### config.mk
export PLATFORM = sky130hd
export DESIGN_NAME = csf_status_reg
export DESIGN_NICKNAME = d
export VERILOG_FILES = /design/src/core/csf_status_reg.v /design/src/core/csf_irq.v
export VERILOG_INCLUDE_DIRS = /design/src /design/src/common
export SDC_FILE = /design/constraint.sdc
export NUM_CORES = 1
export LEC_CHECK = 0
export BUFFER_PORTS_ARGS = -buffer_cell sky130_fd_sc_hd__buf_2
export CORE_UTILIZATION = 48
export CTS_BUF_LIST = sky130_fd_sc_hd__clkbuf_8
export CTS_CLUSTER_SIZE = 40
export DETAILED_ROUTE_END_ITERATION = 8
export PLACE_DENSITY = 0.83
export SLEW_MARGIN = 20
export SYNTH_ARGS = -nofsm -noshare
export SYNTH_HDL_FRONTEND = slang
export SYNTH_SLANG_ARGS = --single-unit
### constraint.sdc
create_clock -name clk_sys_in -period 2.6 [get_ports clk_sys_in]
set_clock_uncertainty 0.1 [all_clocks]
set_input_delay 0.52 -clock clk_sys_in [delete_from_list [all_inputs] [get_ports clk_sys_in]]
set_output_delay 0.52 -clock clk_sys_in [all_outputs]
set_load 0.02 [all_outputs]
### src/common/csf_map.vh
// Register offsets, field positions and reset values of the status flag block
`ifndef CSF_MAP_VH
`define CSF_MAP_VH
`define CSF_OFS_FLAGS      32'h0000_0000
`define CSF_OFS_IRQ_STAT   32'h0000_0004
`define CSF_OFS_IRQ_MASK   32'h0000_0008
`define CSF_BIT_PINWAKE    7
`define CSF_BIT_CMPWAKE    6
`define CSF_BIT_RSVD       5
`define CSF_BIT_WDEXP      4
`define CSF_BIT_SLEEP      3
`define CSF_BIT_ZERO       2
`define CSF_BIT_HALF       1
`define CSF_BIT_CARRY      0
`define CSF_FLAGS_RESET    8'h18
`define CSF_WR_MASK        8'he7
`define CSF_ALU_MASK       8'h07
`define CSF_IRQ_RESET      4'h0
`define CSF_IRQ_WIDTH      4
`endif

### src/core/csf_status_reg.v
// Processor status flag register with core write port and AHB-Lite view
// Notes on behaviour
// - Eight-bit word holds ALU result flags and reset and wake cause flags.
// - An instruction may write the register like any file location, writable bits taking data.
// - If the writing instruction updates zero, half-carry or carry, those bits come from the flags.
// - Watchdog-expiry and sleep-entered flags ignore instruction writes.
// - File-clear clears bits 7 to 5, sets zero and keeps bits 4 to 0 otherwise.
// - Reset-cause flags tell comparator-wake, watchdog and pin-change resets apart from power-up.
//
// Implementation choices: register access over AHB-Lite and the address map.
`timescale 1ns/1ps
`default_nettype none
`include "csf_map.vh"
module csf_status_reg (
  // Clock and power-up reset
  input  wire        clk_sys_in,
  input  wire        reset_n_in,
  // Non power-up reset causes, one-cycle pulses
  input  wire        external_reset_pin_in,
  input  wire        wdt_reset_in,
  input  wire        pin_wake_reset_in,
  input  wire        cmp_wake_reset_in,
  // Watchdog and sleep events
  input  wire        wdt_clear_in,
  input  wire        sleep_in,
  // Instruction write port
  input  wire        wr_en_in,
  input  wire [7:0]  wr_data_in,
  input  wire        file_clear_instr_in,
  // ALU flag update
  input  wire        alu_upd_z_in,
  input  wire        alu_upd_dc_in,
  input  wire        alu_upd_c_in,
  input  wire        alu_zero_in,
  input  wire        alu_half_carry_in,
  input  wire        alu_carry_in,
  // Core read
  output wire [7:0]  flags_out,
  // AHB-Lite slave
  input  wire        hsel,
  input  wire [31:0] haddr,
  input  wire [1:0]  htrans,
  input  wire        hwrite,
  input  wire [2:0]  hsize,
  input  wire [31:0] hwdata,
  input  wire        hready,
  output reg  [31:0] hrdata,
  output wire        hreadyout,
  output wire        hresp,
  // Interrupt
  output wire        irq_out
);
  // Flag register and its next value
  reg  [7:0]  flags_reg;
  reg  [7:0]  flags_next;
  // Bus phase state
  reg         ph_wr_reg;
  reg  [31:0] ph_addr_reg;
  reg  [31:0] rd_data_next;
  // Interrupt block wires
  wire [3:0]  irq_stat;
  wire [3:0]  irq_mask;
  wire [3:0]  irq_clr;
  wire [3:0]  irq_event;
  // Decode strobes
  wire        other_reset;
  wire        sleep_event;
  wire        ahb_req;
  wire        ahb_rd_req;
  wire        ahb_flags_wr;
  wire        ahb_stat_wr;
  wire        ahb_mask_wr;

  // Masked byte write; read-only bits keep their stored value
  function [7:0] csf_merge_write;
    input [7:0] old_val;
    input [7:0] new_val;
    begin
      csf_merge_write = (old_val & ~`CSF_WR_MASK) | (new_val & `CSF_WR_MASK);
    end
  endfunction

  // Whole-word register match; byte lanes below a word are not decoded
  function csf_addr_hit;
    input [31:0] addr;
    input [31:0] ofs;
    begin
      csf_addr_hit = (addr == ofs);
    end
  endfunction

  // Upper three bits cleared together by a file-clear
  localparam CAUSE_HI = `CSF_BIT_PINWAKE;
  localparam CAUSE_LO = `CSF_BIT_RSVD;

  // Any non power-up reset cause
  assign other_reset = external_reset_pin_in | wdt_reset_in | pin_wake_reset_in
                     | cmp_wake_reset_in;

  // Core read port shows the flops directly
  assign flags_out   = flags_reg;

  // Flag next value; reset causes take priority over instruction writes
  always @* begin
    flags_next = flags_reg;
    if (other_reset) begin
      // Cause flags distinguish non power-up resets
      flags_next[`CSF_BIT_PINWAKE] = pin_wake_reset_in;
      flags_next[`CSF_BIT_CMPWAKE] = cmp_wake_reset_in;
      flags_next[`CSF_BIT_RSVD]    = 1'b0;
      // Only the watchdog time-out drops the expiry flag
      if (wdt_reset_in) begin
        flags_next[`CSF_BIT_WDEXP] = 1'b0;
      end
    end else begin
      if (file_clear_instr_in) begin
        // Cleared result is zero, hence the zero flag
        flags_next[CAUSE_HI:CAUSE_LO] = 3'h0;
        flags_next[`CSF_BIT_ZERO] = 1'b1;
      end else if (wr_en_in) begin
        // Read-only bits keep their value
        flags_next = csf_merge_write(flags_reg, wr_data_in);
      end else if (ahb_flags_wr) begin
        // Bus write loses to a core write in the same cycle
        flags_next = csf_merge_write(flags_reg, hwdata[7:0]);
      end
      // ALU flags override a written value
      if (alu_upd_z_in) begin
        flags_next[`CSF_BIT_ZERO] = alu_zero_in;
      end
      if (alu_upd_dc_in) begin
        flags_next[`CSF_BIT_HALF] = alu_half_carry_in;
      end
      if (alu_upd_c_in) begin
        flags_next[`CSF_BIT_CARRY] = alu_carry_in;
      end
      // Watchdog clear and sleep touch only the expiry and sleep bits
      if (wdt_clear_in) begin
        flags_next[`CSF_BIT_WDEXP] = 1'b1;
        flags_next[`CSF_BIT_SLEEP] = 1'b1;
      end else if (sleep_in) begin
        flags_next[`CSF_BIT_WDEXP] = 1'b1;
        flags_next[`CSF_BIT_SLEEP] = 1'b0;
      end
    end
  end

  // Power-up reset loads the power-on pattern
  always @(posedge clk_sys_in or negedge reset_n_in) begin
    if (!reset_n_in) begin
      flags_reg <= `CSF_FLAGS_RESET;
    end else begin
      flags_reg <= flags_next;
    end
  end

  // Transfer start: selected, NONSEQ or SEQ, previous transfer done
  assign ahb_req    = hready & hsel & htrans[1];
  assign ahb_rd_req = ahb_req & ~hwrite;

  // AHB address phase capture; zero wait states
  always @(posedge clk_sys_in or negedge reset_n_in) begin
    if (!reset_n_in) begin
      ph_wr_reg   <= 1'b0;
      ph_addr_reg <= 32'h0000_0000;
    end else if (hready) begin
      ph_wr_reg   <= ahb_req & hwrite;
      ph_addr_reg <= haddr;
    end
  end

  // Never stalls and never errors, so one data phase per access
  assign hreadyout    = 1'b1;
  assign hresp        = 1'b0;

  // Data phase write strobes, one per mapped word
  assign ahb_flags_wr = ph_wr_reg & csf_addr_hit(ph_addr_reg, `CSF_OFS_FLAGS);
  assign ahb_stat_wr  = ph_wr_reg & csf_addr_hit(ph_addr_reg, `CSF_OFS_IRQ_STAT);
  assign ahb_mask_wr  = ph_wr_reg & csf_addr_hit(ph_addr_reg, `CSF_OFS_IRQ_MASK);
  assign irq_clr      = ahb_stat_wr ? hwdata[3:0] : 4'h0;

  // Read word of the addressed register, decoded in the address phase
  always @* begin
    if (csf_addr_hit(haddr, `CSF_OFS_FLAGS)) begin
      rd_data_next = {24'h00_0000, flags_next};
    end else if (csf_addr_hit(haddr, `CSF_OFS_IRQ_STAT)) begin
      rd_data_next = {28'h000_0000, irq_stat};
    end else if (csf_addr_hit(haddr, `CSF_OFS_IRQ_MASK)) begin
      rd_data_next = {28'h000_0000, irq_mask};
    end else begin
      rd_data_next = 32'h0000_0000; // Unmapped reads zero
    end
  end

  // Registered at the address phase edge so it stands the whole data phase
  always @(posedge clk_sys_in or negedge reset_n_in) begin
    if (!reset_n_in) begin
      hrdata <= 32'h0000_0000;
    end else if (ahb_rd_req) begin
      hrdata <= rd_data_next;
    end
  end

  // Sleep counts only when it actually lands in the flags
  assign sleep_event = sleep_in & ~other_reset & ~wdt_clear_in;

  // Events: pin wake, comparator wake, watchdog time-out, sleep entry
  assign irq_event   = {sleep_event, wdt_reset_in, cmp_wake_reset_in, pin_wake_reset_in};

  csf_irq #(.WIDTH(`CSF_IRQ_WIDTH)) u_irq (
    .clk_sys_in   (clk_sys_in),
    .reset_n_in   (reset_n_in),
    .event_in     (irq_event),
    .clear_in     (irq_clr),
    .mask_we_in   (ahb_mask_wr),
    .mask_data_in (hwdata[3:0]),
    .status_out   (irq_stat),
    .mask_out     (irq_mask),
    .irq_out      (irq_out)
  );
endmodule // csf_status_reg
`default_nettype wire

### src/core/csf_irq.v
// Sticky event status with write-one-to-clear and mask gating
`timescale 1ns/1ps
`default_nettype none
module csf_irq #(
  parameter WIDTH = 4
) (
  // Clock and reset
  input  wire             clk_sys_in,
  input  wire             reset_n_in,
  // Events and software access
  input  wire [WIDTH-1:0] event_in,
  input  wire [WIDTH-1:0] clear_in,
  input  wire             mask_we_in,
  input  wire [WIDTH-1:0] mask_data_in,
  // State and interrupt
  output reg  [WIDTH-1:0] status_out,
  output reg  [WIDTH-1:0] mask_out,
  output wire             irq_out
);
  // Set wins over a clear arriving in the same cycle
  always @(posedge clk_sys_in or negedge reset_n_in) begin
    if (!reset_n_in) begin
      status_out <= {WIDTH{1'b0}};
      mask_out   <= {WIDTH{1'b0}};
    end else begin
      status_out <= (status_out & ~clear_in) | event_in;
      if (mask_we_in) begin
        mask_out <= mask_data_in;
      end
    end
  end

  // Level interrupt while any unmasked bit stands
  assign irq_out = |(status_out & mask_out);
endmodule // csf_irq
`default_nettype wire

==> parameters.txt, run 1 <==
Parameter                              Value

Placement
  Port bufs    81
  Post-placement worst setup slack    257.8 ps
  Final RePlAce weighted congestion    0.8224
  Half-perimeter wire length of the detailed placement result    4869 µm

Floorplanning
  Initial Utilization    51.05%
  Core outline area    5642 µm²
  Die H    79.47 µm
  FP Rows    27
  Total die area    6315 µm²
  Die boundary width    79.47 µm
  Ports    139

CTS
  CTS Buffer Depth    2
  CTS clk-pin slew, worst paths    60 ps
  Root cell of the clock tree    sky130_fd_sc_hd__clkbuf_8
  Total number of clock tree sinks    57
  CTS HTree Levels    3
  Number of buffers created by CTS    9
  TritonCTS clock tree    built
  Insertion delay of the later-clocked pin in the worst-skew pair    340 ps
  Post-CTS Setup Repair Bufs    0
  Number of buffers inserted for hold repair after clock tree synthesis    0
  Post-CTS Resized    0

Global route
  Combined global-route utilization of all metal layers    22.39%
  Antenna violations before repair    0
  Global-route wire length before repair    10590 µm
  Pin count of the biggest net entering global routing    36
  Remaining global-route overflow    0
  Via count of the first global-routing pass    2215

Power and ir drop
  Leakage power figure    1.613 nW
  Net switching component of the power    570.7 µW
  Cell-internal power    1.487 mW
  Seq pwr share    49.7%
  Power share of the combinational group    15.2%
  Proportion of power drawn by the clock network    35.1%
  Switching part of the total power    27.73%
  Pwr per Cell Area    591.7 nW/µm²
  Worst vdd ir    0.0003475 V

Routing
  First-pass iteration count of the detailed router    4
  Detailed-route DRC error count    0
  Remaining antenna violation count after routing    0
  Vias per cell    5.407
  Number of design-rule violations left by the first detailed-router iteration    135
  Sum of routed wire length over all layers    6484 µm
  Vias    2309
  WL per Instance    15.19 µm

Synthesis
  Proportion of synthesized flip-flops having asynchronous set or reset    100.0%
  Synthesized area per cell    11.08 µm²
  Flop and latch count out of synthesis    57
  Most common flop cell mapped by yosys    sky130_fd_sc_hd__dfrtp_1
  Yosys warning count    0
  Register area share after synthesis    49.61%
  Number of distinct library cell variants in the gate-level netlist after synthesis    38
  Number of synthesized flops with an enable pin    0
  Summed instance area of the synthesized netlist    2880 µm²
  Mapped Cells    260

Setup path
  Required time reported for the critical path endpoint    2710 ps
  Peak fanout along the critical path    11
  Category of the critical setup timing path    reg2reg
  Critical Path Start Type    register
  WP data arrival    2450 ps
  R2r worst-path depth    7
  Element type at the critical path end    register

Layout
  Fillcell total    460
  Most frequent cells in the layout    sky130_fd_sc_hd__buf_2 (81), sky130_fd_sc_hd__dfrtp_1 (55), sky130_fd_sc_hd__mux2_2 (36)
  Flip-flop count of the largest register after layout    32
  Layout cells sized above 1    41.69%
  Layout overhead on the synthesized area    20.76%
  Number of inserted diodes    0
  Leading cell type in the layout, fill and taps excluded    sky130_fd_sc_hd__buf_2
  Utilization of the core after routing    61.65%
  Final net count    446

Timing
  RSZ-0062 raised after global routing    false
  Highest clock frequency the design can meet    428.5 MHz
  Final cycle utilization of the critical path    89.76%
  Setup TNS    0 ps
  Post-route minimum period    2334 ps
  Count of pins over their slew limit    0
  Final hold slack    80.45 ps
  Number of failing setup endpoints in the final timing report    0
  Post-layout worst setup margin    266.1 ps
  Headroom to the max-slew limit    61.17%
  Slew at the pin closest to its max-slew limit    582.5 ps
  Number of hold violations in the final report    0

Status
  Result of the run    complete, no violations

Worst hold path
  Worst min-delay path category    in2async

Job
  Reported max-cap violation count    0
==> kinds of logic (layout without fill, tap and decap cells) <==
group	Yosys count	count (layout)	synth area share (%)
AND/OR/NAND/NOR	84	84	16.77
flip-flops	57	57	49.61
AO/OA/AOI/OAI	42	42	10.51
buffers and inverters	39	110	8.775
multiplexers	36	36	14.07
other	2	26	0.2607
==> worst max-delay path, cell delays in order (launching register included) <==
cell and delay (ps):
sky130_fd_sc_hd__dfrtp_1 380, sky130_fd_sc_hd__nor4_2 360, sky130_fd_sc_hd__nand4b_1 220, sky130_fd_sc_hd__nor4_2 290, sky130_fd_sc_hd__buf_4 220, sky130_fd_sc_hd__mux2_2 340, sky130_fd_sc_hd__o21ai_0 180, sky130_fd_sc_hd__o21ai_0 120
==> final cells by class <==
cell class,count,area [µm²],area share [%]
Clock buffer,11,151.4,4.353
Timing Repair Buffer,89,478.0,13.74
Clock inverter,5,22.52,0.6475
Sequential cell,57,1429,41.08
Inverter,5,18.77,0.5396
Multi-Input combinational cell,188,1289,37.05
Tap cell,72,90.09,2.590
==> final timing paths <==
check | startpoint | to | slack [ps]
min in group clk_sys_in | wdt_clear_in | u_irq.status_out[3] | 300
max in group asynchronous | reset_n_in | flags_out[4] | 1670
min | reset_n_in | flags_out[6] | 80
max reg2reg | ph_addr_reg[13] | hrdata[5] | 270
max | ph_addr_reg[13] | hrdata[5] | 270
min reg2reg | hrdata[5] | hrdata[5] | 400
==> per-layer routing <==
| layer | track usage [%] | wire, µm | vias to the layer above |
|---|---|---|---|
| met4 | 9.636 | 133 | 0 |
| li1 | - | - | 1089 |
| met1 | 29.06 | 2739 | 1089 |
| met2 | 35.73 | 3187 | 117 |
| met5 | 0 | 0 | - |
| met3 | 5.143 | 424 | 14 |
==> Yosys cell counts, drive strengths merged, types with 3 or more instances <==
| cell type | n | area (µm²) |
|---|---|---|
| nand3 | 4 | 20.02 |
| o21ai | 12 | 60.06 |
| nand4 | 5 | 31.28 |
| clkbuf | 5 | 18.77 |
| inv | 5 | 18.77 |
| a32o | 4 | 40.04 |
| nand4b | 3 | 26.28 |
| nor3 | 4 | 20.02 |
| buf | 29 | 215.2 |
| o31ai | 4 | 30.03 |
| nor4 | 18 | 137.6 |
| mux2 | 36 | 405.4 |
| a21o | 3 | 22.52 |
| nor2 | 17 | 63.81 |
| nor2b | 7 | 43.79 |
| a22o | 4 | 35.03 |
| a22oi | 4 | 30.03 |
| nand2 | 14 | 52.55 |
| dfrtp | 55 | 1376 |
| and3 | 4 | 26.28 |
==> through the flow <==
step	area [µm²]	cells	total power [mW]
global placement	3304	411	1.334
CTS	3478	427	2.075
floorplan	2970	284	1.239
global route	3478	427	2.157
finish	3478	427	2.058
detailed placement	3304	411	1.349
==> power groups by stage <==
stage	Combinational, mW	Sequential [mW]	Clock [mW]
floorplan	0.196	1.04	0
global placement	0.303	1.03	0
detailed placement	0.312	1.04	0
CTS	0.314	1.02	0.739
global route	0.347	1.03	0.779
finish	0.313	1.02	0.723
No activity file was read; power rests on OpenSTA's default activity.
==> inputs of run 2 (changes only) <==
--- a/config.mk
+++ b/config.mk
@@ -11,7 +11,7 @@
 export CTS_BUF_LIST = sky130_fd_sc_hd__clkbuf_8
 export CTS_CLUSTER_SIZE = 40
 export DETAILED_ROUTE_END_ITERATION = 8
-export PLACE_DENSITY = 0.83
+export PLACE_DENSITY = 0.82
 export SLEW_MARGIN = 20
 export SYNTH_ARGS = -nofsm -noshare
 export SYNTH_HDL_FRONTEND = slang
==> run 2 against run 1 <==
Core utilization is 0.24 points higher. Largest cell class unchanged. Largest power group unchanged. Sequential power is essentially flat. Final cell count increased by 0.23%. Worst hold slack improved by 100 ps. Register-to-register slack better by 40 ps. Critical path depth is the same. Cell area increased by 0.40%.
==> parameters.txt, run 2 (synthesis results as in run 1) <==
Parameter                              Value

Status
  Result of the run    complete, no violations

Timing
  Number of failing setup endpoints in the final timing report    0 (unchanged)
  Number of hold violations in the final report    0 (unchanged)
  Slew at the pin closest to its max-slew limit    825.3 ps (+242.8 ps)
  Post-route minimum period    2290 ps (-43.87 ps)
  Final cycle utilization of the critical path    88.08% (-1.7 points)
  Setup TNS    0 ps (unchanged)
  RSZ-0062 raised after global routing    false
  Count of pins over their slew limit    0 (unchanged)
  Highest clock frequency the design can meet    436.7 MHz (+1.9%)
  Headroom to the max-slew limit    44.98% (-16 points)

Layout
  Most frequent cells in the layout    sky130_fd_sc_hd__buf_2 (81), sky130_fd_sc_hd__dfrtp_1 (55), sky130_fd_sc_hd__mux2_2 (36)
  Number of inserted diodes    0 (unchanged)
  Post-layout instance count excluding filler cells    428 (+0.23%)
  Layout cells sized above 1    42.13% (+0.44 points)
  Flip-flop count of the largest register after layout    32 (unchanged)
  Final net count    447 (+0.22%)
  Layout overhead on the synthesized area    21.24%
  Leading cell type in the layout, fill and taps excluded    sky130_fd_sc_hd__buf_2
  Fillcell total    487 (+5.9%)

Setup path
  Category of the critical setup timing path    reg2reg
  Peak fanout along the critical path    11 (unchanged)
  Required time reported for the critical path endpoint    2710 ps (about the same)
  R2R Path Start    ph_addr_reg[13]
  Critical Path Start Type    register
  Worst setup path startpoint    ph_addr_reg[13]
  Critical-path cell with the highest stage delay    sky130_fd_sc_hd__dfrtp_1
  WP data arrival    2400 ps (-50 ps)
  Element type at the critical path end    register
  Number of buffers and inverters on the critical path    1 (unchanged)
  Dominant delay contributor by cell family on the critical path    simple AND/OR/NAND/NOR gates
  Max incr delay on CP    400 ps (+20 ps)
  Cells along the critical path    nor4_2, nand4b_1, nor4_2, buf_4, mux2_2, o21ai_0, o21ai_0

Floorplanning
  Ports    139 (unchanged)
  Total die area    6315 µm² (unchanged)
  Core outline area    5642 µm² (unchanged)
  Die H    79.47 µm (unchanged)
  Die boundary width    79.47 µm (unchanged)
  FP Rows    27 (unchanged)
  Initial Utilization    51.05% (unchanged)

Power and ir drop
  Worst vdd ir    0.0003515 V (+1.1%)
  Pwr per Cell Area    608.1 nW/µm² (+2.8%)
  Leakage power figure    1.618 nW (+0.33%)

CTS
  Post-CTS Resized    0 (unchanged)
  CTS clk-pin slew, worst paths    70 ps (about the same)
  Root cell of the clock tree    sky130_fd_sc_hd__clkbuf_8
  CTS Buffer Depth    2 (unchanged)
  Number of buffers inserted for hold repair after clock tree synthesis    0 (unchanged)
  TritonCTS clock tree    built
  CTS HTree Levels    3 (unchanged)
  Number of buffers created by CTS    9 (unchanged)
  Insertion delay of the later-clocked pin in the worst-skew pair    330 ps (about the same)
  Post-CTS Setup Repair Bufs    0 (unchanged)
  Total number of clock tree sinks    57 (unchanged)

Global route
  Remaining global-route overflow    0 (unchanged)
  Antenna violations before repair    0 (unchanged)
  Via count of the first global-routing pass    2403 (+8.5%)
  Pin count of the biggest net entering global routing    39 (+8.3%)
  Global-route wire length before repair    10980 µm (+3.7%)
  Combined global-route utilization of all metal layers    23.06% (+0.67 points)

Job
  Reported max-cap violation count    0 (unchanged)

Routing
  Remaining antenna violation count after routing    0 (unchanged)
  Number of design-rule violations left by the first detailed-router iteration    151 (+12%)
  Vias    2379 (+3.0%)
  Vias per cell    5.558 (+2.8%)
  WL per Instance    15.72 µm (+3.5%)
  Detailed-route DRC error count    0 (unchanged)
  First-pass iteration count of the detailed router    5 (+1)
  Sum of routed wire length over all layers    6728 µm (+3.8%)

Placement
  Half-perimeter wire length of the detailed placement result    4949 µm (+1.6%)
  Final RePlAce weighted congestion    0.7954 (-3.3%)
  Port bufs    81 (unchanged)
  Placed instance count    412 (+0.24%)

Worst hold path
  Worst min-delay path category    in2async
## run 2: final cells by class
type,count,area [µm²],area share [%]
well taps,72,90.09,2.580
multi-input cells,188,1289,36.90
inverters,5,18.77,0.5374
clock buffers,13,178.9,5.124
flip-flops and latches,57,1429,40.92
clock inverters,3,13.76,0.3941
repair buffers,90,473.0,13.54
## run 2: final timing paths
kind	endpoint	slack (ps)	cells past startpoint
min in group clk_sys_in	u_irq.status_out[3]	290	2
min	ph_addr_reg[13]	180	1
max in group asynchronous	hrdata[7]	1540	2
min reg2reg	hrdata[5]	380	2
max reg2reg	hrdata[5]	310	7
max	hrdata[5]	310	7
## run 2: where the power goes
part / switching, mW / total (mW) / leakage (nW) / internal [mW]
clock: 0.345 / 0.788 / 0.107 / 0.443
sequential: 0.0566 / 1.02 / 0.677 / 0.965
combinational: 0.178 / 0.314 / 0.835 / 0.136
total: 0.579 / 2.12 / 1.62 / 1.54
## run 2: stage by stage
step	utilization [%]	cell area (µm²)	setup WS, ps	hold slack, ps	total power [mW]
floorplan	-	2970	508.0	124.4	1.239
global placement	58.48	3299	295.3	364.6	1.333
detailed placement	58.48	3299	265.7	374.4	1.347
CTS	61.90	3492	288.5	202.3	2.133
global route	61.90	3492	111.6	260.9	2.217
finish	61.90	3492	310.0	182.2	2.124
## run 2: layer usage
layer	wire length (µm)	vias up	track usage, %
li1	-	1098	-
met3	501	13	4.800
met5	0	-	0
met1	2676	1144	27.04
met2	3448	124	39.91
met4	102	0	11.09
